## src/verilog/adc_ctrl_pkg.sv

```systemverilog
// shared constants for the converter control block
package adc_ctrl_pkg;
  // register indices; byte address is four times the index
  localparam logic [11:0] IDX_CONTROL   = 12'h111;
  localparam logic [11:0] IDX_IRQ_STAT  = 12'h112;
  localparam logic [11:0] IDX_IRQ_MASK  = 12'h113;
  localparam logic [11:0] IDX_CLK_DIV   = 12'h114;
  localparam logic [11:0] IDX_RESULT    = 12'h115;
  localparam logic [11:0] IDX_PREVIOUS  = 12'h116;
  localparam logic [11:0] IDX_THRESHOLD = 12'h117;
  localparam int          ADDR_W        = 14;
  // control register bit positions
  localparam int BIT_ENABLE = 7;
  localparam int BIT_CONTINUOUS_ENABLE   = 6;
  localparam int BIT_CLKSEL = 4;
  localparam int BIT_JUSTIFY = 2;
  localparam int BIT_RUN    = 0;
  localparam logic [7:0] CTRL_IMPL_MASK = 8'hD5;
  localparam logic [7:0] CTRL_RESET     = 8'h00;
  // interrupt status bit positions
  localparam int IRQ_DONE   = 0;
  localparam int IRQ_THRESH = 1;
  localparam int IRQ_W      = 2;
  // threshold register layout
  localparam int BIT_SOI    = 16;
  // converter sizes
  localparam int RES_W      = 12;
  localparam int VIEW_W     = 16;
  localparam int DIV_W      = 6;
  localparam logic [RES_W-1:0] RES_MSB = 12'h800;
  localparam logic [3:0]       STEP_LAST = 4'h0;
  localparam logic [3:0]       STEP_FIRST = 4'hB;
  typedef enum logic [0:0] {ST_IDLE, ST_CONVERT} conv_state_t;
endpackage

```

## src/verilog/conv_clock_gen.sv

```systemverilog
// conversion clock step generator: rc oscillator tick or divided pclk
`timescale 1ns/100ps
module conv_clock_gen (
  // clock and reset
  input  wire logic                          pclk,
  input  wire logic                          presetn,
  // configuration
  input  wire logic                          run,
  input  wire logic                          use_rc,
  input  wire logic [adc_ctrl_pkg::DIV_W-1:0] divider,
  // dedicated rc oscillator tick, synchronous to pclk
  input  wire logic                          rc_tick,
  // one-cycle conversion step
  output logic                               step
);
  logic [adc_ctrl_pkg::DIV_W-1:0] count_ff;
  logic [adc_ctrl_pkg::DIV_W-1:0] nxt_count;
  logic                           step_ff;
  logic                           div_wrap;
  logic                           nxt_step;

  // divided system clock wraps after divider+1 cycles
  assign div_wrap  = (count_ff == divider);
  assign nxt_count = (!run || div_wrap) ? '0
                     : count_ff + 1'b1;
  assign nxt_step  = run && (use_rc ? rc_tick : div_wrap);
  assign step      = step_ff;

  // divider counter and registered step
  always_ff @(posedge pclk or negedge presetn) begin
    if (!presetn) begin
      count_ff <= '0;
      step_ff  <= 1'b0;
    end else begin
      count_ff <= nxt_count;
      step_ff  <= nxt_step;
    end
  end
endmodule

```

## src/verilog/adc_conversion_control.sv

```systemverilog
// converter control register, successive approximation sequencer, apb slave
// How it works
// The converter is powered and may convert only while enable bit 7 is set; clearing it stops everything.
// Writing one to the run flag starts a conversion and the flag reads one while a conversion runs.
// The run flag starts or sustains a conversion only while the enable bit is set.
// With continuous operation off, hardware clears the run flag when the conversion completes.
// With continuous operation on, a new conversion follows each completion until the threshold flag sets with stop-on-interrupt, or software clears the run flag.
// The clock-select bit picks the rc oscillator when one and the divided system clock when zero.
// The justify bit makes current and previous results right-justified when one, left-justified zero-filled when zero.
// Clearing the run flag mid-conversion stores the partial value as the result and returns the sequencer to idle.
// An aborted conversion sets no done flag and skips threshold comparison.
// Control bits 5, 3 and 1 read zero and ignore writes; implemented bits reset to zero.
// Setting the run flag while the enable bit is clear starts nothing and leaves the run flag clear.
//
// Decided for this implementation: register access over APB.
`timescale 1ns/100ps
module adc_conversion_control (
  // apb clock and reset
  input  wire logic                                pclk,
  input  wire logic                                presetn,
  // apb slave
  input  wire logic                                psel,
  input  wire logic                                penable,
  input  wire logic                                pwrite,
  input  wire logic [adc_ctrl_pkg::ADDR_W-1:0]     paddr,
  input  wire logic [31:0]                         pwdata,
  output logic [31:0]                              prdata,
  output logic                                     pready,
  output logic                                     pslverr,
  // analog front end
  input  wire logic                                comp_high,
  input  wire logic                                rc_tick,
  output logic                                     converter_power,
  output logic                                     sample_hold,
  output logic [adc_ctrl_pkg::RES_W-1:0]           dac_code,
  // interrupt
  output logic                                     irq
);
  // right or left alignment of a raw result
  // unused low bits are zero-filled in the left-justified view
  function automatic logic [adc_ctrl_pkg::VIEW_W-1:0] justify(
    input logic [adc_ctrl_pkg::RES_W-1:0] raw,
    input logic                           right
  );
    justify = right ? {4'h0, raw} : {raw, 4'h0};
  endfunction

  // registers
  logic [7:0]                        ctrl_ff;
  logic [adc_ctrl_pkg::IRQ_W-1:0]    stat_ff;
  logic [adc_ctrl_pkg::IRQ_W-1:0]    mask_ff;
  logic [adc_ctrl_pkg::DIV_W-1:0]    div_ff;
  logic [adc_ctrl_pkg::RES_W-1:0]    result_ff;
  logic [adc_ctrl_pkg::RES_W-1:0]    prev_ff;
  logic [adc_ctrl_pkg::RES_W-1:0]    thresh_ff;
  logic                              soi_ff;
  // decided bits plus the current trial bit, the trial bit alone, and
  // the number of trials still to go, the last one at zero
  logic [adc_ctrl_pkg::RES_W-1:0]    sar_ff;
  logic [adc_ctrl_pkg::RES_W-1:0]    trial_ff;
  logic [3:0]                        bit_ff;
  logic [31:0]                       prdata_ff;
  adc_ctrl_pkg::conv_state_t         state_ff;

  // next values
  logic [7:0]                        nxt_ctrl;
  logic [adc_ctrl_pkg::IRQ_W-1:0]    nxt_stat;
  logic [adc_ctrl_pkg::RES_W-1:0]    nxt_sar;
  logic [adc_ctrl_pkg::RES_W-1:0]    nxt_trial;
  logic [3:0]                        nxt_bit;
  logic [31:0]                       nxt_prdata;
  adc_ctrl_pkg::conv_state_t         nxt_state;

  // decode wires
  logic [11:0] idx;
  logic        setup;
  logic        wr_en;
  logic        hit_ctrl;
  logic        hit_stat;
  logic        hit_mask;
  logic        hit_div;
  logic        hit_res;
  logic        hit_prev;
  logic        hit_thr;
  logic        mapped;
  logic        en;
  logic        run;
  logic        wr_ctrl;
  logic        sw_start;
  logic        sw_abort;
  logic        step;
  logic        last_step;
  logic        complete;
  logic        commit;
  logic        thr_hit;
  logic        stop_now;
  logic [adc_ctrl_pkg::RES_W-1:0] sar_kept;
  logic [adc_ctrl_pkg::RES_W-1:0] sar_partial;
  logic                           busy;

  // apb address decode; the two low address bits are ignored
  // no wait states: every access phase completes in its first cycle
  assign idx      = paddr[adc_ctrl_pkg::ADDR_W-1:2];
  assign hit_ctrl = (idx == adc_ctrl_pkg::IDX_CONTROL);
  assign hit_stat = (idx == adc_ctrl_pkg::IDX_IRQ_STAT);
  assign hit_mask = (idx == adc_ctrl_pkg::IDX_IRQ_MASK);
  assign hit_div  = (idx == adc_ctrl_pkg::IDX_CLK_DIV);
  assign hit_res  = (idx == adc_ctrl_pkg::IDX_RESULT);
  assign hit_prev = (idx == adc_ctrl_pkg::IDX_PREVIOUS);
  assign hit_thr  = (idx == adc_ctrl_pkg::IDX_THRESHOLD);
  assign mapped   = hit_ctrl | hit_stat | hit_mask | hit_div
                  | hit_res | hit_prev | hit_thr;
  assign setup    = psel & ~penable;
  assign pready   = psel & penable;
  assign pslverr  = psel & penable & ~mapped;
  assign wr_en    = psel & penable & pwrite & mapped;
  assign prdata   = prdata_ff;

  // control field views
  assign en  = ctrl_ff[adc_ctrl_pkg::BIT_ENABLE];
  assign run = ctrl_ff[adc_ctrl_pkg::BIT_RUN];
  assign busy     = (state_ff == adc_ctrl_pkg::ST_CONVERT);
  assign wr_ctrl  = wr_en & hit_ctrl;
  // a run write with enable clear is dropped here, never held back
  assign sw_start = wr_ctrl & pwdata[adc_ctrl_pkg::BIT_RUN]
                  & pwdata[adc_ctrl_pkg::BIT_ENABLE];
  assign sw_abort = wr_ctrl & ~pwdata[adc_ctrl_pkg::BIT_RUN]
                  & busy;

  // conversion step source; its counter restarts with every conversion,
  // so with the divided clock the first step comes a full period later
  conv_clock_gen u_clk (
    .pclk    (pclk),
    .presetn (presetn),
    .run     (busy),
    .use_rc  (ctrl_ff[adc_ctrl_pkg::BIT_CLKSEL]),
    .divider (div_ff),
    .rc_tick (rc_tick),
    .step    (step)
  );

  // successive approximation: keep the trial bit if the input is above it
  // comp_high must have settled on the shown code before the next step,
  // so a divider of zero leaves the comparator a single cycle
  assign sar_partial = sar_ff & ~trial_ff;
  assign sar_kept  = comp_high ? sar_ff : sar_partial;
  assign last_step = (bit_ff == adc_ctrl_pkg::STEP_LAST);
  assign complete  = busy & step
                   & last_step & en & ~sw_abort;
  // an abort in the cycle of the last step wins, so no flag follows it
  assign commit    = complete | (sw_abort & en);
  // threshold compare runs only on a finished conversion; a result equal
  // to the threshold does not trip it
  assign thr_hit   = complete & (sar_kept > thresh_ff);
  // with stop-on-interrupt set, a threshold flag still pending also stops a continuous run
  assign stop_now  = soi_ff & (thr_hit | stat_ff[adc_ctrl_pkg::IRQ_THRESH]);

  // run flag and control register next value; the enable test comes last
  // so that no path leaves the run flag set while the converter is off
  always_comb begin
    nxt_ctrl = ctrl_ff;
    if (wr_ctrl) begin
      nxt_ctrl = pwdata[7:0] & adc_ctrl_pkg::CTRL_IMPL_MASK;
      nxt_ctrl[adc_ctrl_pkg::BIT_RUN] = sw_start | (run
        & pwdata[adc_ctrl_pkg::BIT_RUN] & pwdata[adc_ctrl_pkg::BIT_ENABLE]);
    end
    if (complete) begin
      if (!ctrl_ff[adc_ctrl_pkg::BIT_CONTINUOUS_ENABLE] || stop_now) begin
        nxt_ctrl[adc_ctrl_pkg::BIT_RUN] = 1'b0;
      end
    end
    if (!nxt_ctrl[adc_ctrl_pkg::BIT_ENABLE]) begin
      nxt_ctrl[adc_ctrl_pkg::BIT_RUN] = 1'b0;
    end
  end

  // conversion sequencer; a run write while busy keeps the conversion
  // going, since a restart would throw away the bits already decided
  always_comb begin
    nxt_state = state_ff;
    nxt_sar   = sar_ff;
    nxt_trial = trial_ff;
    nxt_bit   = bit_ff;
    unique case (state_ff)
      adc_ctrl_pkg::ST_IDLE: begin
        if (nxt_ctrl[adc_ctrl_pkg::BIT_RUN] && !run) begin
          nxt_state = adc_ctrl_pkg::ST_CONVERT;
          nxt_sar   = adc_ctrl_pkg::RES_MSB;
          nxt_trial = adc_ctrl_pkg::RES_MSB;
          nxt_bit   = adc_ctrl_pkg::STEP_FIRST;
        end
      end
      adc_ctrl_pkg::ST_CONVERT: begin
        if (!nxt_ctrl[adc_ctrl_pkg::BIT_RUN]) begin
          nxt_state = adc_ctrl_pkg::ST_IDLE;
        end else if (complete) begin
          nxt_sar   = adc_ctrl_pkg::RES_MSB;
          nxt_trial = adc_ctrl_pkg::RES_MSB;
          nxt_bit   = adc_ctrl_pkg::STEP_FIRST;
        end else if (step) begin
          nxt_trial = trial_ff >> 1;
          nxt_sar   = sar_kept | (trial_ff >> 1);
          nxt_bit   = bit_ff - 4'h1;
        end
      end
    endcase
  end

  // interrupt status: hardware set wins over write-one-to-clear
  // both flags come only from a finished conversion, never an abort
  always_comb begin
    nxt_stat = stat_ff;
    if (wr_en && hit_stat) begin
      nxt_stat = stat_ff & ~pwdata[adc_ctrl_pkg::IRQ_W-1:0];
    end
    if (complete) begin
      nxt_stat[adc_ctrl_pkg::IRQ_DONE] = 1'b1;
    end
    if (thr_hit) begin
      nxt_stat[adc_ctrl_pkg::IRQ_THRESH] = 1'b1;
    end
  end

  // read data mux, captured in the setup cycle
  // the result view follows the justify bit at read time, so changing it
  // re-formats results already stored
  always_comb begin
    nxt_prdata = prdata_ff;
    if (setup) begin
      nxt_prdata = '0;
      if (hit_ctrl) nxt_prdata[7:0] = ctrl_ff;
      if (hit_stat) nxt_prdata[adc_ctrl_pkg::IRQ_W-1:0] = stat_ff;
      if (hit_mask) nxt_prdata[adc_ctrl_pkg::IRQ_W-1:0] = mask_ff;
      if (hit_div)  nxt_prdata[adc_ctrl_pkg::DIV_W-1:0] = div_ff;
      if (hit_res) begin
        nxt_prdata[adc_ctrl_pkg::VIEW_W-1:0] =
          justify(result_ff, ctrl_ff[adc_ctrl_pkg::BIT_JUSTIFY]);
      end
      if (hit_prev) begin
        nxt_prdata[adc_ctrl_pkg::VIEW_W-1:0] =
          justify(prev_ff, ctrl_ff[adc_ctrl_pkg::BIT_JUSTIFY]);
      end
      if (hit_thr) begin
        nxt_prdata[adc_ctrl_pkg::RES_W-1:0] = thresh_ff;
        nxt_prdata[adc_ctrl_pkg::BIT_SOI]   = soi_ff;
      end
    end
  end

  // analog controls; the dac shows the code under trial while busy
  // and keeps its last code when idle
  assign converter_power = en;
  assign sample_hold     = busy;
  assign dac_code        = sar_ff;
  assign irq             = |(stat_ff & mask_ff);

  // control, status and sequencer registers
  always_ff @(posedge pclk or negedge presetn) begin
    if (!presetn) begin
      ctrl_ff   <= adc_ctrl_pkg::CTRL_RESET;
      stat_ff   <= '0;
      state_ff  <= adc_ctrl_pkg::ST_IDLE;
      sar_ff    <= '0;
      trial_ff  <= '0;
      bit_ff    <= '0;
      prdata_ff <= '0;
    end else begin
      ctrl_ff   <= nxt_ctrl;
      stat_ff   <= nxt_stat;
      state_ff  <= nxt_state;
      sar_ff    <= nxt_sar;
      trial_ff  <= nxt_trial;
      bit_ff    <= nxt_bit;
      prdata_ff <= nxt_prdata;
    end
  end

  // software configuration registers
  // change the divider only while idle: a smaller value mid-conversion
  // can stretch one step until the counter wraps
  always_ff @(posedge pclk or negedge presetn) begin
    if (!presetn) begin
      mask_ff   <= '0;
      div_ff    <= '0;
      thresh_ff <= '0;
      soi_ff    <= 1'b0;
    end else if (wr_en) begin
      if (hit_mask) mask_ff <= pwdata[adc_ctrl_pkg::IRQ_W-1:0];
      if (hit_div)  div_ff  <= pwdata[adc_ctrl_pkg::DIV_W-1:0];
      if (hit_thr) begin
        thresh_ff <= pwdata[adc_ctrl_pkg::RES_W-1:0];
        soi_ff    <= pwdata[adc_ctrl_pkg::BIT_SOI];
      end
    end
  end

  // result and previous result; aborts store the partial value
  // the previous result moves only when a new result lands, so a disable
  // written with the run bit still set leaves both untouched unless it lands in the cycle of the last step
  always_ff @(posedge pclk or negedge presetn) begin
    if (!presetn) begin
      result_ff <= '0;
      prev_ff   <= '0;
    end else if (commit) begin
      result_ff <= complete ? sar_kept : sar_partial;
      prev_ff   <= result_ff;
    end
  end
endmodule

```

## config.mk

```make
export PLATFORM = sky130hd
export DESIGN_NAME = adc_conversion_control
export DESIGN_NICKNAME = d
export VERILOG_FILES = /design/src/verilog/adc_ctrl_pkg.sv /design/src/verilog/conv_clock_gen.sv /design/src/verilog/adc_conversion_control.sv
export SDC_FILE = /design/constraint.sdc
export NUM_CORES = 1
export LEC_CHECK = 0
export BUFFER_PORTS_ARGS = -buffer_cell sky130_fd_sc_hd__buf_2
export CAP_MARGIN = 20
export CORE_ASPECT_RATIO = 1.4
export CORE_MARGIN = 2
export CORE_UTILIZATION = 60
export CTS_BUF_LIST = sky130_fd_sc_hd__clkbuf_8
export DETAILED_ROUTE_END_ITERATION = 16
export PLACE_DENSITY = 0.95
export SYNTH_ARGS = -nofsm -noshare
export SYNTH_HDL_FRONTEND = slang
export SYNTH_SLANG_ARGS = --single-unit
```

## constraint.sdc

```tcl
create_clock -name pclk -period 3.87 [get_ports pclk]
set_clock_uncertainty 0.15 [all_clocks]
set_input_delay 0.1935 -clock pclk [delete_from_list [all_inputs] [get_ports pclk]]
set_output_delay 0.1935 -clock pclk [all_outputs]
set_load 0.01 [all_outputs]
```

== Yosys cells after proc, flatten, opt, wreduce, memory -nomap -nowiden ==
Cells that the tools add are included.

* Register bits: 105
* Output and inout bits: 49
* Logic and storage cells: 124

* $add $sub $neg: 2
* $lt $le $gt $ge: 1
* Eq/ne operators: 11
* Multiplexer cells: 38
* Bitwise logic cells: 39
* Reduce and logical (&&, ||, !) cells: 16

{| class="wikitable"
|+ Operator list
! cell !! number
|-
| 2-to-1 mux 12 bit || 10
|-
| == test 12 x 9 -> 1 bit (second input constant) || 7
|-
| 2-to-1 mux 16 bit || 4
|-
| one-hot mux 12 bit (2 select lines) || 2
|-
| bitwise AND 1 bit || 19
|-
| 2-to-1 mux 4 bit || 4
|-
| 2-to-1 mux 8 bit || 2
|-
| bitwise AND 12 bit || 1
|-
| greater-than comparator 12 bit || 1
|-
| 2-to-1 mux 6 bit || 2
|-
| NOT 12 bit || 1
|-
| bitwise OR 12 x 11 -> 12 bit || 1
|-
| 2-to-1 mux 1 bit || 9
|-
| bitwise OR 1 bit || 9
|-
| one-hot mux 4 bit (2 select lines) || 1
|-
| adder 6 x 1 -> 6 bit (second input constant) || 1
|-
| == test 6 bit || 1
|-
| 2-to-1 mux 2 bit || 3
|-
| AND reduction 2 bit || 3
|-
| NOT 1 bit || 5
|-
| bitwise AND 2 bit || 2
|-
| logical NOT 4 bit || 1
|-
| nonzero test 2 bit || 2
|-
| subtractor 4 x 1 -> 4 bit (second input constant) || 1
|-
| 10 further kinds || 15
|}

== Logic depth before layout (Yosys ltp) ==
Gate-level depths: netlist of run 1.

* Depth after elaboration: 23
* Mapped depth: 13
* Depth with buffers taken out: 11

== Modules after synthesis ==
Synthesis of run 1 repeated with hierarchy kept, for this count alone.

* Cells, all modules: 537
* Area total of the unflattened synthesis: 5,492.8 um^2

{| class="wikitable"
|+ Modules (own cells, without submodules)
! module !! times used !! cells each !! area each (um^2) !! seq. area each (um^2)
|-
| adc_conversion_control || 1 || 501 || 5,067.4 || 2,452.4
|-
| conv_clock_gen || 1 || 36 || 425.4 || 175.2
|}

== Worst setup path after synthesis of run 1 ==
No wires, ideal clock.

* Path type: reg-to-reg
* From: register trial_ff[8] (netlist bit)
* To: register sar_ff, in the netlist dac_code[11]
* Setup time: 0.125 ns
* Arrival time: 2.360 ns
* Path slack: 1.235 ns
* Stages on the path, launching flop included: 14
* Buffers on the path: 2
* Period minus slack after synthesis: 2.635 ns
* Cells stage by stage: dfrtp_1 inv_1 o21ai_0 inv_1 ha_1 and4_1 nand3_1 a21o_1 a31oi_1 o211ai_1 nand3b_1 buf_6 buf_6 mux2_4

* Longest elaborated chain between the ends: 14

{| class="wikitable"
|+ RTL lines
! what !! RTL line !! source
|-
| start: declaration || adc_conversion_control.sv:60 || <nowiki>logic [adc_ctrl_pkg::RES_W-1:0] trial_ff;</nowiki>
|-
| start signal: assignment || adc_conversion_control.sv:272 || <nowiki>trial_ff <= nxt_trial;</nowiki>
|-
| NOT 12 bit (*) || adc_conversion_control.sv:145 || <nowiki>assign sar_partial = sar_ff & ~trial_ff;</nowiki>
|-
| bitwise AND 12 bit (*) || adc_conversion_control.sv:145 ||
|-
| 2-to-1 mux 12 bit (*) || adc_conversion_control.sv:146 || <nowiki>assign sar_kept = comp_high ? sar_ff : sar_partial;</nowiki>
|-
| greater-than comparator 12 bit (*) || adc_conversion_control.sv:154 || <nowiki>assign thr_hit = complete & (sar_kept > thresh_ff);</nowiki>
|-
| bitwise AND 1 bit (*) || adc_conversion_control.sv:154 ||
|-
| bitwise OR 1 bit (*) || adc_conversion_control.sv:156 || <nowiki>assign stop_now = soi_ff & (thr_hit | stat_ff[adc_ctrl_pkg::IRQ_THRESH]);</nowiki>
|-
| bitwise AND 1 bit (*) || adc_conversion_control.sv:156 ||
|-
| logical OR 1 bit (*) || adc_conversion_control.sv:168 || <nowiki>if (!ctrl_ff[adc_ctrl_pkg::BIT_CONTINUOUS_ENABLE] || stop_now) begin</nowiki>
|-
| 2-to-1 mux 1 bit (*) || adc_conversion_control.sv:168 ||
|-
| 2-to-1 mux 1 bit (*) || adc_conversion_control.sv:167 || <nowiki>if (complete) begin</nowiki>
|-
| 2-to-1 mux 1 bit (*) || adc_conversion_control.sv:172 || <nowiki>if (!nxt_ctrl[adc_ctrl_pkg::BIT_ENABLE]) begin</nowiki>
|-
| logical AND 1 bit || adc_conversion_control.sv:186 || <nowiki>if (nxt_ctrl[adc_ctrl_pkg::BIT_RUN] && !run) begin</nowiki>
|-
| inequality test 2 bit (no source line) || -- ||
|-
| AND reduction 3 bit (no source line) (*) || -- ||
|-
| end signal: assignment || adc_conversion_control.sv:271 || <nowiki>sar_ff <= nxt_sar;</nowiki>
|-
| end: declaration || adc_conversion_control.sv:59 || <nowiki>logic [adc_ctrl_pkg::RES_W-1:0] sar_ff;</nowiki>
|}

Mark *: on every way between the ends. The rest lies on a longest branch, timed or not.
A chain may end at the register's enable or synchronous reset.

== Worst setup path after layout of run 1 ==
* From: register trial_ff[5] (netlist bit)
* To: register sar_ff, in the netlist dac_code[5]

* Longest elaborated chain between the ends: 14

{| class="wikitable"
|+ RTL lines
! what !! RTL line
|-
| NOT 12 bit (*) || adc_conversion_control.sv:145
|-
| bitwise AND 12 bit (*) || adc_conversion_control.sv:145
|-
| 2-to-1 mux 12 bit (*) || adc_conversion_control.sv:146
|-
| greater-than comparator 12 bit || adc_conversion_control.sv:154
|-
| bitwise AND 1 bit || adc_conversion_control.sv:154
|-
| bitwise OR 1 bit || adc_conversion_control.sv:156
|-
| bitwise AND 1 bit || adc_conversion_control.sv:156
|-
| logical OR 1 bit || adc_conversion_control.sv:168
|-
| 2-to-1 mux 1 bit || adc_conversion_control.sv:168
|-
| 2-to-1 mux 1 bit || adc_conversion_control.sv:167
|-
| 2-to-1 mux 1 bit || adc_conversion_control.sv:172
|-
| logical AND 1 bit || adc_conversion_control.sv:186
|-
| inequality test 2 bit (no source line) || --
|-
| AND reduction 3 bit (no source line) || --
|}

Mark *: on every way between the ends. The rest lies on a longest branch, timed or not. The select of a mux whose other input is x is not followed.

==> flow_summary.json, run 1 <==
{
  "drv_slew": 0,
  "post_cts.repair.setup_buffers": 0,
  "grt_pass1_vias": 4423,
  "crit_buf_inv": 3,
  "placed_area_um2": 5850,
  "synth_cell_types": 52,
  "synth_ff_type": "dfrtp_1",
  "multi_input_comb_area_um2": 2560,
  "fmax_mhz": 306,
  "wl_um": 12700,
  "yosysWarnings": 0,
  "fin_crit_ns": 3.26,
  "initial_utilization_pct": 61.7,
  "drtPass1Iterations": 4,
  "p_switching_uw": 447,
  "dieArea_um2": 10000,
  "die_w_um": 85.2,
  "cap_viol_max_count": 0,
  "vias": 4374,
  "synth.avg_cell_area_um2": 10.0,
  "viasPerCell": 5.97,
  "finalSetupTns_ns": 0,
  "async_flop_share_pct": 100,
  "root_buffer": "clkbuf_8",
  "overflow": 0,
  "gp_congestion": 0.915,
  "synth-edff-count": 0,
  "yosys_register_bits": 105,
  "total_power_uw": 1810,
  "num_antenna_cells": 0,
  "area_growth_pct": 11.3,
  "status": "finished, final reports clean",
  "ant_nets": 0,
  "hpwl_um": 9430,
  "rsz0062_at_grt": "false",
  "hold_slack_ns": 0.00183,
  "postSynthCellCount": 551,
  "critPathRequiredTime_ns": 4.00,
  "regArea_um2": 2630,
  "arrival_ns": 3.39,
  "drive_above_1_share_pct": 22.0,
  "crit_family": "compound AO/OA/AOI/OAI gates",
  "die_y_um": 118,
  "pwr-share-comb_pct": 5.1,
  "drc": 0,
  "crit_path_cell_trace": "inv_1 > o21ai_0 > inv_1 > ha_1 > and3_1 > nand3_1 > a21o_1 > a31oi_1 > o211ai_1 > nand3b_1 > buf_4 > mux2_2",
  "cp_slowest_cell": "dfrtp_1",
  "yosys.area.top_type": "dfrtp_1",
  "coreArea_um2": 8980,
  "hold_viol": 0,
  "ys_seq_area_share_pct": 47.5,
  "port_buffers": 65,
  "timing.critical_path.mode_cell": "inv_1",
  "synth_top_area_share_pct": 47.5,
  "postLayoutCoreUtil_pct": 68.7,
  "hp-start": "pwdata[0]",
  "n_fill_cell": 632,
  "period_share_pct": 84.4,
  "drt-initial-drc-count": 285,
  "cts_inserted_buffers": 9,
  "power_switching_share_pct": 24.7,
  "antenna_found_initial": 0,
  "grt_max_degree": 77,
  "startpoint": "trial_ff[5]$_DFFE_PN0P_",
  "cts.clk_slew.worst_paths_ns": 0.10,
  "clock_power_share_pct": 34.2,
  "syn_area_um2": 5540,
  "crit_path_start_kind": "flop",
  "io_pins": 102,
  "path_class": "flop to flop",
  "setup_viol": 0,
  "synth_area_leaders": "dfrtp_1 47%, mux2_2 8.1%, nand2_1 4.6%, mux2i_1 4.5%, o21ai_0 4.4%",
  "vdd_drop_max_v": 0.000202,
  "grt_pass1_wl_um": 21100,
  "seq_power_share_pct": 60.7,
  "path_max_fanout": 28,
  "grt_usage_pct": 26.4,
  "r2r_start": "trial_ff[5]$_DFFE_PN0P_",
  "cts_buffer_depth": 2,
  "insertion_delay_ns": 0.39,
  "relSlewSlack_pct": 35.8,
  "nNetsFinal": 688,
  "max_stage_delay_ns": 0.40,
  "detail_route.wl_per_cell_um": 17.3,
  "row_count": 41,
  "cp-end-kind": "flop",
  "p_leak_uw": 0.00324,
  "clock-sinks": 105,
  "p_int_uw": 1360,
  "cts_tree": "yes",
  "p_per_area_nw_per_um2": 293,
  "htree_levels": 3,
  "worst_pin_slew_ns": 0.959,
  "fin_area_um2": 6160,
  "min_path_type": "input pin to flop"
}
## final timing paths
path                                                 end  slack, ns  depth (start not counted)
worst min register to register     prdata[2]$_DFFE_PN0P_       0.33                          2
worst max register to register   dac_code[5]$_DFFE_PN0P_       0.61                         12
max in group asynchronous       result_ff[7]$_DFFE_PN0P_       2.26                          3
min in group asynchronous         mask_ff[1]$_DFFE_PN0P_       0.34                          2
worst max-delay path             dac_code[5]$_DFFE_PN0P_       0.61                         12
worst min-delay path               div_ff[0]$_DFFE_PN0P_      0.002                          2
## cells by family (layout without fill, tap and decap cells)
| family | after synthesis | count (layout) | share of synthesized area (%) |
|---|---|---|---|
| compound gates | 139 | 139 | 15.8 |
| simple gates | 131 | 131 | 11.0 |
| flops | 105 | 105 | 47.5 |
| buf+inv | 82 | 143 | 7.23 |
| mux | 69 | 69 | 13.7 |
| fa+ha+maj | 14 | 14 | 3.16 |
| xor+xnor | 10 | 10 | 1.58 |
| other cells | 1 | 15 | 0.0677 |
## placed cells by master, fill, tap and decap left out, types with 14 or more instances in the layout
| cell | netlist | layout |
|---|---|---|
| ha_1 | 14 | 14 |
| conb_1 | 1 | 15 |
| a21oi_1 | 27 | 27 |
| dfrtp_1 | 105 | 105 |
| mux2_2 | 40 | 40 |
| inv_1 | 42 | 43 |
| mux2i_1 | 25 | 25 |
| dlygate4sd3_1 | 0 | 14 |
| nor2_1 | 19 | 19 |
| nand2_1 | 68 | 68 |
| buf_2 | 2 | 64 |
| o21ai_0 | 49 | 49 |
## per-layer routing
layer	vias up	GRT usage, %	share of wire [%]
met5	-	0	0
met4	0	17.7	5.7
met3	57	4.35	5.2
met2	163	42.5	49
met1	2122	32.3	40
li1	2032	-	-
## flip-flops by register name (all words and copies together) (netlist names)
signal / flops
soi_ff: 1
sample_hold: 1
stat_ff: 2
ctrl_ff: 5
result_ff: 12
mask_ff: 2
dac_code: 12
bit_ff: 4
thresh_ff: 12
prdata: 17
prev_ff: 12
trial_ff: 12
u_clk.count_ff: 6
div_ff: 6
u_clk.step: 1
## synth_stat cells, types with 2 or more instances
library cell	instances
xor2_1	6
a21o_1	11
mux2_2	40
and2_1	2
buf_6	3
o211ai_1	2
buf_2	2
and3_1	6
nor2_1	19
nor3_1	6
xnor2_1	4
a21oi_1	27
clkbuf_1	17
mux2i_1	25
buf_4	18
inv_1	42
a22o_1	6
a21bo_2	4
nand2b_1	4
or3_1	2
nand2_1	68
o221ai_1	2
o21ai_0	49
a211oi_1	9
a22oi_1	8
o22ai_1	6
ha_1	14
dfrtp_1	105
nand3_1	11
a31oi_1	3
a21boi_0	2
and4_1	2
o32ai_1	2
mux2_4	4
nor2b_1	3
## layout make-up
cell class | instances | share of cell area (%)
Clock buffer | 9 | 2.01
Clock inverter | 7 | 0.751
Inverter | 42 | 2.56
Multi-Input combinational cell | 378 | 41.6
Sequential cell | 105 | 42.6
Tap cell | 107 | 2.17
Timing Repair Buffer | 85 | 8.32
## per-stage QoR
stage | worst slack (ns) | std cells
3_5_place_dp | 0.690 | 703
2_1_floorplan | 1.23 | 565
3_3_place_gp | 0.781 | 703
6_report | 0.605 | 733
5_1_grt | 0.360 | 733
4_1_cts | 0.660 | 733
## power by group through the flow
| stage | registers [uW] | clock network, uW | logic, uW |
|---|---|---|---|
| after global routing | 1100 | 666 | 103 |
| after floorplan | 1120 | 0 | 42.4 |
| final | 1100 | 617 | 91.9 |
| after CTS | 1100 | 622 | 92.1 |
| after detailed placement | 1120 | 0 | 81.0 |
| after global placement | 1120 | 0 | 78.5 |
## what timing repair did
| item | in CTS | in global routing |
|---|---|---|
| endpoints found under the hold margin | 99 | 0 |
| resized for setup | 0 | 0 |
| hold buffers | 14 | 0 |
Note: power is estimated with default switching activity, not from simulation.
==> run 2, diff against run 1 <==
--- a/config.mk
+++ b/config.mk
@@ -5,14 +5,15 @@
 export SDC_FILE = /design/constraint.sdc
 export NUM_CORES = 1
 export LEC_CHECK = 0
+export ABC_AREA = 1
 export BUFFER_PORTS_ARGS = -buffer_cell sky130_fd_sc_hd__buf_2
 export CAP_MARGIN = 20
 export CORE_ASPECT_RATIO = 1.4
 export CORE_MARGIN = 2
-export CORE_UTILIZATION = 60
+export CORE_UTILIZATION = 53
 export CTS_BUF_LIST = sky130_fd_sc_hd__clkbuf_8
 export DETAILED_ROUTE_END_ITERATION = 16
-export PLACE_DENSITY = 0.95
+export PLACE_DENSITY = 0.91
 export SYNTH_ARGS = -nofsm -noshare
 export SYNTH_HDL_FRONTEND = slang
 export SYNTH_SLANG_ARGS = --single-unit
==> constraint.sdc (replaced) <==
create_clock -name pclk -period 2.74 [get_ports pclk]
set_clock_uncertainty 0.15 [all_clocks]
set_input_delay 0.137 -clock pclk [delete_from_list [all_inputs] [get_ports pclk]]
set_output_delay 0.137 -clock pclk [all_outputs]
set_load 0.01 [all_outputs]
==> run 2 against run 1 <==
Against the previous run:
- total power is 45% higher
- worst hold slack improved by 0.019 ns
- cell count grew 33%
- design area up 12%
- count of clock-buffer cells in the layout increased by 1
- sequential cell count stayed put
- via count increased by 27%
==> flow_summary.json, run 2 <==
{
  "final_cell_mix": "155 x nand2_1, 105 x dfrtp_1, 87 x inv_1",
  "relSlewSlack_pct": 52.6,
  "multi_input_comb_area_um2": 2720,
  "initial_utilization_pct": 54.1,
  "yosys_register_bits": 105,
  "syn_area_um2": 5840,
  "yosysMostFrequentCell": "nand2_1",
  "viasPerCell": 5.70,
  "row_count": 45,
  "dpl.cell_count": 939,
  "io_pins": 102,
  "grt_max_degree": 55,
  "met2_length_um": 8010,
  "hold_viol": 0,
  "ys_seq_area_share_pct": 45.0,
  "dieArea_um2": 11900,
  "die_y_um": 128,
  "rsz0062_at_grt": "true",
  "rrSetupSlack_ns": 0.03,
  "top_layer": "met4",
  "critPathRequiredTime_ns": 2.92,
  "final_cell_count_no_fill": 974,
  "p_per_area_nw_per_um2": 379,
  "min_path_type": "input pin to flop",
  "ant_nets": 0,
  "detail_route.wl_per_cell_um": 16.7,
  "fin_crit_ns": 2.71,
  "grt_pass1_wl_um": 24900,
  "regToRegEndpoint": "trial_ff[4]$_DFFE_PN0P_",
  "synth.avg_cell_area_um2": 8.03,
  "grt_usage_pct": 26.7,
  "netlist_top_cells_count": "164 x nand2_1, 105 x dfrtp_1, 87 x inv_1",
  "worst_slack_ns": 0.0284,
  "synth_ff_type": "dfrtp_1",
  "path_max_fanout": 7,
  "wl_um": 16300,
  "cts_inserted_buffers": 9,
  "wl_met3_um": 997,
  "async_flop_share_pct": 100,
  "p_leak_uw": 0.00356,
  "nNetsFinal": 895,
  "drive_above_1_share_pct": 19.9,
  "hold_slack_ns": 0.0205,
  "coreArea_um2": 10800,
  "cts_tree": "yes",
  "htree_levels": 3,
  "vdd_drop_max_v": 0.000265,
  "synth_area_leaders": "dfrtp_1 45%, nand2_1 11%, inv_1 5.6%, o21ai_0 4.8%, nor2_1 4.6%",
  "vias": 5550,
  "arrival_ns": 2.89,
  "gp_congestion": 0.952,
  "yosysWarnings": 0,
  "root_buffer": "clkbuf_8",
  "min_to": "thresh_ff[0]$_DFFE_PN0P_",
  "insertion_delay_ns": 0.39,
  "yosys.area.top_type": "dfrtp_1",
  "port_buffers": 65,
  "overflow": 0,
  "period_share_pct": 99.0,
  "num_antenna_cells": 0,
  "synth_top_area_share_pct": 45.0,
  "r2r_start": "trial_ff[11]$_DFFE_PN0P_",
  "status": "finished, final reports clean",
  "drc": 0,
  "drtPass1Iterations": 6,
  "area_growth_pct": 18.0,
  "hp-start": "pwdata[0]",
  "m1WireLength_um": 6420,
  "cap_viol_max_count": 0,
  "fmax_mhz": 369,
  "cp-end-kind": "flop",
  "dp_slack_ns": -0.0637,
  "grt_pass1_vias": 5164,
  "path_class": "flop to flop",
  "cts.clk_slew.worst_paths_ns": 0.10,
  "hpwl_um": 11000,
  "drv_slew": 0,
  "n_fill_cell": 877,
  "die_w_um": 92.8,
  "crit_path_start_kind": "flop",
  "largest_reg_flops": 17,
  "antenna_found_initial": 0,
  "min_path_cells": 3,
  "worst_pin_slew_ns": 0.711,
  "setup_viol": 0,
  "clock-sinks": 105,
  "r2r_cells": 19,
  "final_common_cell": "nand2_1",
  "drt-initial-drc-count": 519,
  "cts_buffer_depth": 2,
  "synth-edff-count": 0,
  "regArea_um2": 2630,
  "postSynthCellCount": 728,
  "synth_cell_types": 48
}
[run 2: how the worst max path moves through the flow]
stage | to | startpoint | depth (start not counted)
finish | trial_ff[4]$_DFFE_PN0P_ | trial_ff[11]$_DFFE_PN0P_ | 19
global route | trial_ff[3]$_DFFE_PN0P_ | trial_ff[11]$_DFFE_PN0P_ | 19
CTS | trial_ff[3]$_DFFE_PN0P_ | trial_ff[11]$_DFFE_PN0P_ | 19
detailed placement | trial_ff[3]$_DFFE_PN0P_ | trial_ff[11]$_DFFE_PN0P_ | 19
global placement | trial_ff[5]$_DFFE_PN0P_ | trial_ff[11]$_DFFE_PN0P_ | 19
floorplan | dac_code[0]$_DFFE_PN0P_ | dac_code[7]$_DFFE_PN0P_ | 17
[run 2: critical path, cell delays in order (launching register included)]
cell and delay [ns]:
dfrtp_1 0.38, inv_2 0.05, o21ai_2 0.17, inv_2 0.08, ha_4 0.28, nand2_4 0.06
nor2_4 0.11, nand4_1 0.15, a21oi_2 0.14, nor2_1 0.05, nor2_1 0.15, nand3_1 0.11
nand2_1 0.09, nand2_1 0.06, nand2_2 0.08, nand2_2 0.08, nand4_4 0.14, buf_6 0.18
nand2_1 0.07, nand2_1 0.07
[run 2: per-layer routing]
metal	GRT usage, %	up-vias
met2	44.0	295
met4	15.6	0
met1	34.3	2614
met5	0	-
li1	-	2575
met3	2.76	66
[run 2: cell type report]
cell class                      instances  area share [%]
Multi-Input combinational cell        501            39.4
Sequential cell                       105            38.1
Timing Repair Buffer                  119            12.4
Inverter                               92            5.01
Tap cell                              141            2.56
Clock buffer                           10            2.00
Clock inverter                          6           0.508
[run 2: repair_timing]
| action | in CTS | in global routing |
|---|---|---|
| pin swaps | 0 | 9 |
| setup buffers | 0 | 2 |
| setup endpoints to repair | 28 | 28 |
| resized for setup | 2 | 26 |
| gates cloned | 0 | 3 |
| endpoints found under the hold margin | 76 | 0 |
| hold buffers | 14 | 0 |
[run 2: metrics by stage]
step	util (%)	TNS, ns	total power (uW)	instance area, um^2
global route	63.8	-2.23	2690	6900
CTS	62.6	-0.00629	2600	6760
detailed placement	59.7	-1.27	1720	6450
floorplan	-	0	1650	5900
finish	63.8	0	2610	6900
global placement	59.7	-0.0176	1720	6450
[run 2: kinds of logic after synthesis]
family                     Yosys count  share of synthesized area [%]
and+or+nand+nor                    315                           24.1
other                                1                         0.0642
buffers and inverters              136                           10.5
adders and majority gates           14                           3.00
DFF                                105                           45.0
AOI/OAI and AO/OA                  144                           15.1
muxes                                7                           1.35
xor gates and xnor gates             6                          0.899
[run 2: where the power goes]
part | internal [uW] | switching [uW]
Combinational | 52.7 | 96.8
Sequential | 1560 | 3.62
Clock | 352 | 551
==> run 3, diff against run 2 <==
--- a/config.mk
+++ b/config.mk
@@ -9,7 +9,6 @@
 export BUFFER_PORTS_ARGS = -buffer_cell sky130_fd_sc_hd__buf_2
 export CAP_MARGIN = 20
 export CORE_ASPECT_RATIO = 1.4
-export CORE_MARGIN = 2
 export CORE_UTILIZATION = 53
 export CTS_BUF_LIST = sky130_fd_sc_hd__clkbuf_8
 export DETAILED_ROUTE_END_ITERATION = 16
==> run 3 against run 2 <==
Against the previous run:
- critical path depth is 2 lower
- non-clock buffer count is 3 lower
- register-to-register slack hardly changed
- maximum frequency is 0.33% lower
- design area is 1.5% higher
- sequential power hardly changed
- first-iteration DRC count is 42% higher
- critical endpoint is now trial_ff[10]$_DFFE_PN0P_
- largest cell class unchanged
- largest power group unchanged
- highest routed layer unchanged
==> flow_summary.json, run 3 (synthesis results as in run 2) <==
{
  "htree_levels": 3,
  "postLayoutCoreUtil_pct": 64.7,
  "p_leak_uw": 0.00355,
  "placed_area_um2": 6410,
  "cts_tree": "yes",
  "overflow": 0,
  "period_share_pct": 99.3,
  "final_common_cell": "nand2_1",
  "nNetsFinal": 892,
  "detail_route.wl_per_cell_um": 17.2,
  "dp_slack_ns": -0.0970,
  "largest_reg_flops": 17,
  "area_growth_pct": 19.7,
  "drc": 0,
  "ant_nets": 0,
  "gp_congestion": 0.920,
  "die_w_um": 90.8,
  "cts_buffer_depth": 2,
  "final_cell_count_no_fill": 971,
  "grt_usage_pct": 27.2,
  "n_fill_cell": 848,
  "status": "finished, final reports clean",
  "num_antenna_cells": 0,
  "die_y_um": 126,
  "viasPerCell": 5.87,
  "dpl.cell_count": 936,
  "rsz0062_at_grt": "true",
  "cts.clk_slew.worst_paths_ns": 0.11,
  "crit_path_start_kind": "flop",
  "min_path_type": "input pin to flop",
  "grt_pass1_vias": 5199,
  "path_max_fanout": 7,
  "fmax_mhz": 368,
  "multi_input_comb_area_um2": 2820,
  "fin_area_um2": 7000,
  "io_pins": 102,
  "row_count": 45,
  "initial_utilization_pct": 54.1,
  "clock-sinks": 105,
  "hold_viol": 0,
  "met3_usage_pct": 3.32,
  "drv_slew": 0,
  "drive_above_1_share_pct": 23.3,
  "cp-end-kind": "flop",
  "fin_crit_ns": 2.72,
  "met2_usage_pct": 45.8,
  "relSlewSlack_pct": 51.2,
  "root_buffer": "clkbuf_8",
  "insertion_delay_ns": 0.38,
  "antenna_found_initial": 0,
  "final_cell_mix": "133 x nand2_1, 104 x dfrtp_1, 86 x inv_1",
  "p_per_area_nw_per_um2": 388,
  "arrival_ns": 2.84,
  "busiest_layer": "met2",
  "vdd_drop_max_v": 0.000288,
  "worst_pin_slew_ns": 0.732,
  "wl_um": 16700,
  "drtPass1Iterations": 7,
  "setup_viol": 0,
  "drt-initial-drc-count": 739,
  "hpwl_um": 10800,
  "path_class": "flop to flop",
  "grt_pass1_wl_um": 24700,
  "worst_slack_ns": 0.0195,
  "coreArea_um2": 10800,
  "gr-usage-met1_pct": 33.8,
  "port_buffers": 65,
  "critPathRequiredTime_ns": 2.86,
  "cts_inserted_buffers": 9,
  "vias": 5697,
  "regArea_um2": 2630,
  "dieArea_um2": 11500,
  "grt_max_degree": 58,
  "cap_viol_max_count": 0
}
-- run 3: changes by cell type in the layout (fill, tap and decap cells not counted), moves of 2 or more --
cell / change
nand2_1: -22
nand2_2: +18
a21boi_1: -6
a21boi_2: +5
nand2_4: +4
buf_4: -2
clkinv_2: -2
-- run 3: routing by layer --
| layer | part of all wire (%) | wire length [um] |
|---|---|---|
| met5 | 0 | 0 |
| met4 | 4.7 | 791 |
| met3 | 7.3 | 1220 |
| met2 | 51 | 8500 |
| met1 | 37 | 6200 |
-- run 3: final cells by class --
class,instances,share of cell area [%]
Clock buffer,9,1.77
Clock inverter,7,1.13
Inverter,92,4.93
Multi-Input combinational cell,501,40.3
Sequential cell,105,37.6
Tap cell,141,2.52
Timing Repair Buffer,116,11.7
-- run 3: worst paths after layout --
kind,start,end,slack [ns],cells past startpoint
max,trial_ff[10]$_DFFE_PN0P_,trial_ff[10]$_DFFE_PN0P_,0.02,17
min,pwdata[0],thresh_ff[0]$_DFFE_PN0P_,0.02,3
max reg2reg,trial_ff[10]$_DFFE_PN0P_,trial_ff[10]$_DFFE_PN0P_,0.02,17
min reg2reg,prdata[5]$_DFFE_PN0P_,prdata[5]$_DFFE_PN0P_,0.34,2
max in group asynchronous,presetn,ctrl_ff[4]$_DFFE_PN0N_,1.50,3
min in group asynchronous,presetn,prdata[15]$_DFFE_PN0P_,0.20,2
-- run 3: worst max-delay path: stages, from the launching register on --
cell and delay [ns]:
dfrtp_1 0.45, a21boi_1 0.29, ha_1 0.33, nand2_4 0.10
nor2_4 0.04, nand4_1 0.14, a21oi_2 0.04, nor2_1 0.10
nor2_1 0.06, nand3_1 0.08, nand2_1 0.06, nand2_1 0.07
nand2_2 0.08, nand2_4 0.09, nand4_4 0.16, clkbuf_16 0.25
nand2_2 0.06, nand2_1 0.06
-- run 3: where the power goes --
| part | internal, uW | total [uW] | switching, uW |
|---|---|---|---|
| combinational | 52.2 | 148 | 96.1 |
| clock | 434 | 1010 | 575 |
| sequential | 1560 | 1560 | 3.33 |
| total | 2040 | 2720 | 675 |
-- run 3: through the flow --
step           total power, uW  setup TNS (ns)  hold WS (ns)
6_report                  2720               0        0.0210
3_3_place_gp              1720               0        0.0868
2_1_floorplan             1650               0        -0.309
5_1_grt                   2800           -2.66        0.0521
3_5_place_dp              1720           -2.24        0.0915
4_1_cts                   2710               0        0.0196
-- run 3: timing repair --
item | CTS | global route
setup endpoints to repair | 28 | 29
cloned | 0 | 3
hold endpoints to repair | 80 | 0
pin swaps | 0 | 17
gates resized for setup | 3 | 59
buffers inserted | 0 | 2
hold buffers | 14 | 0
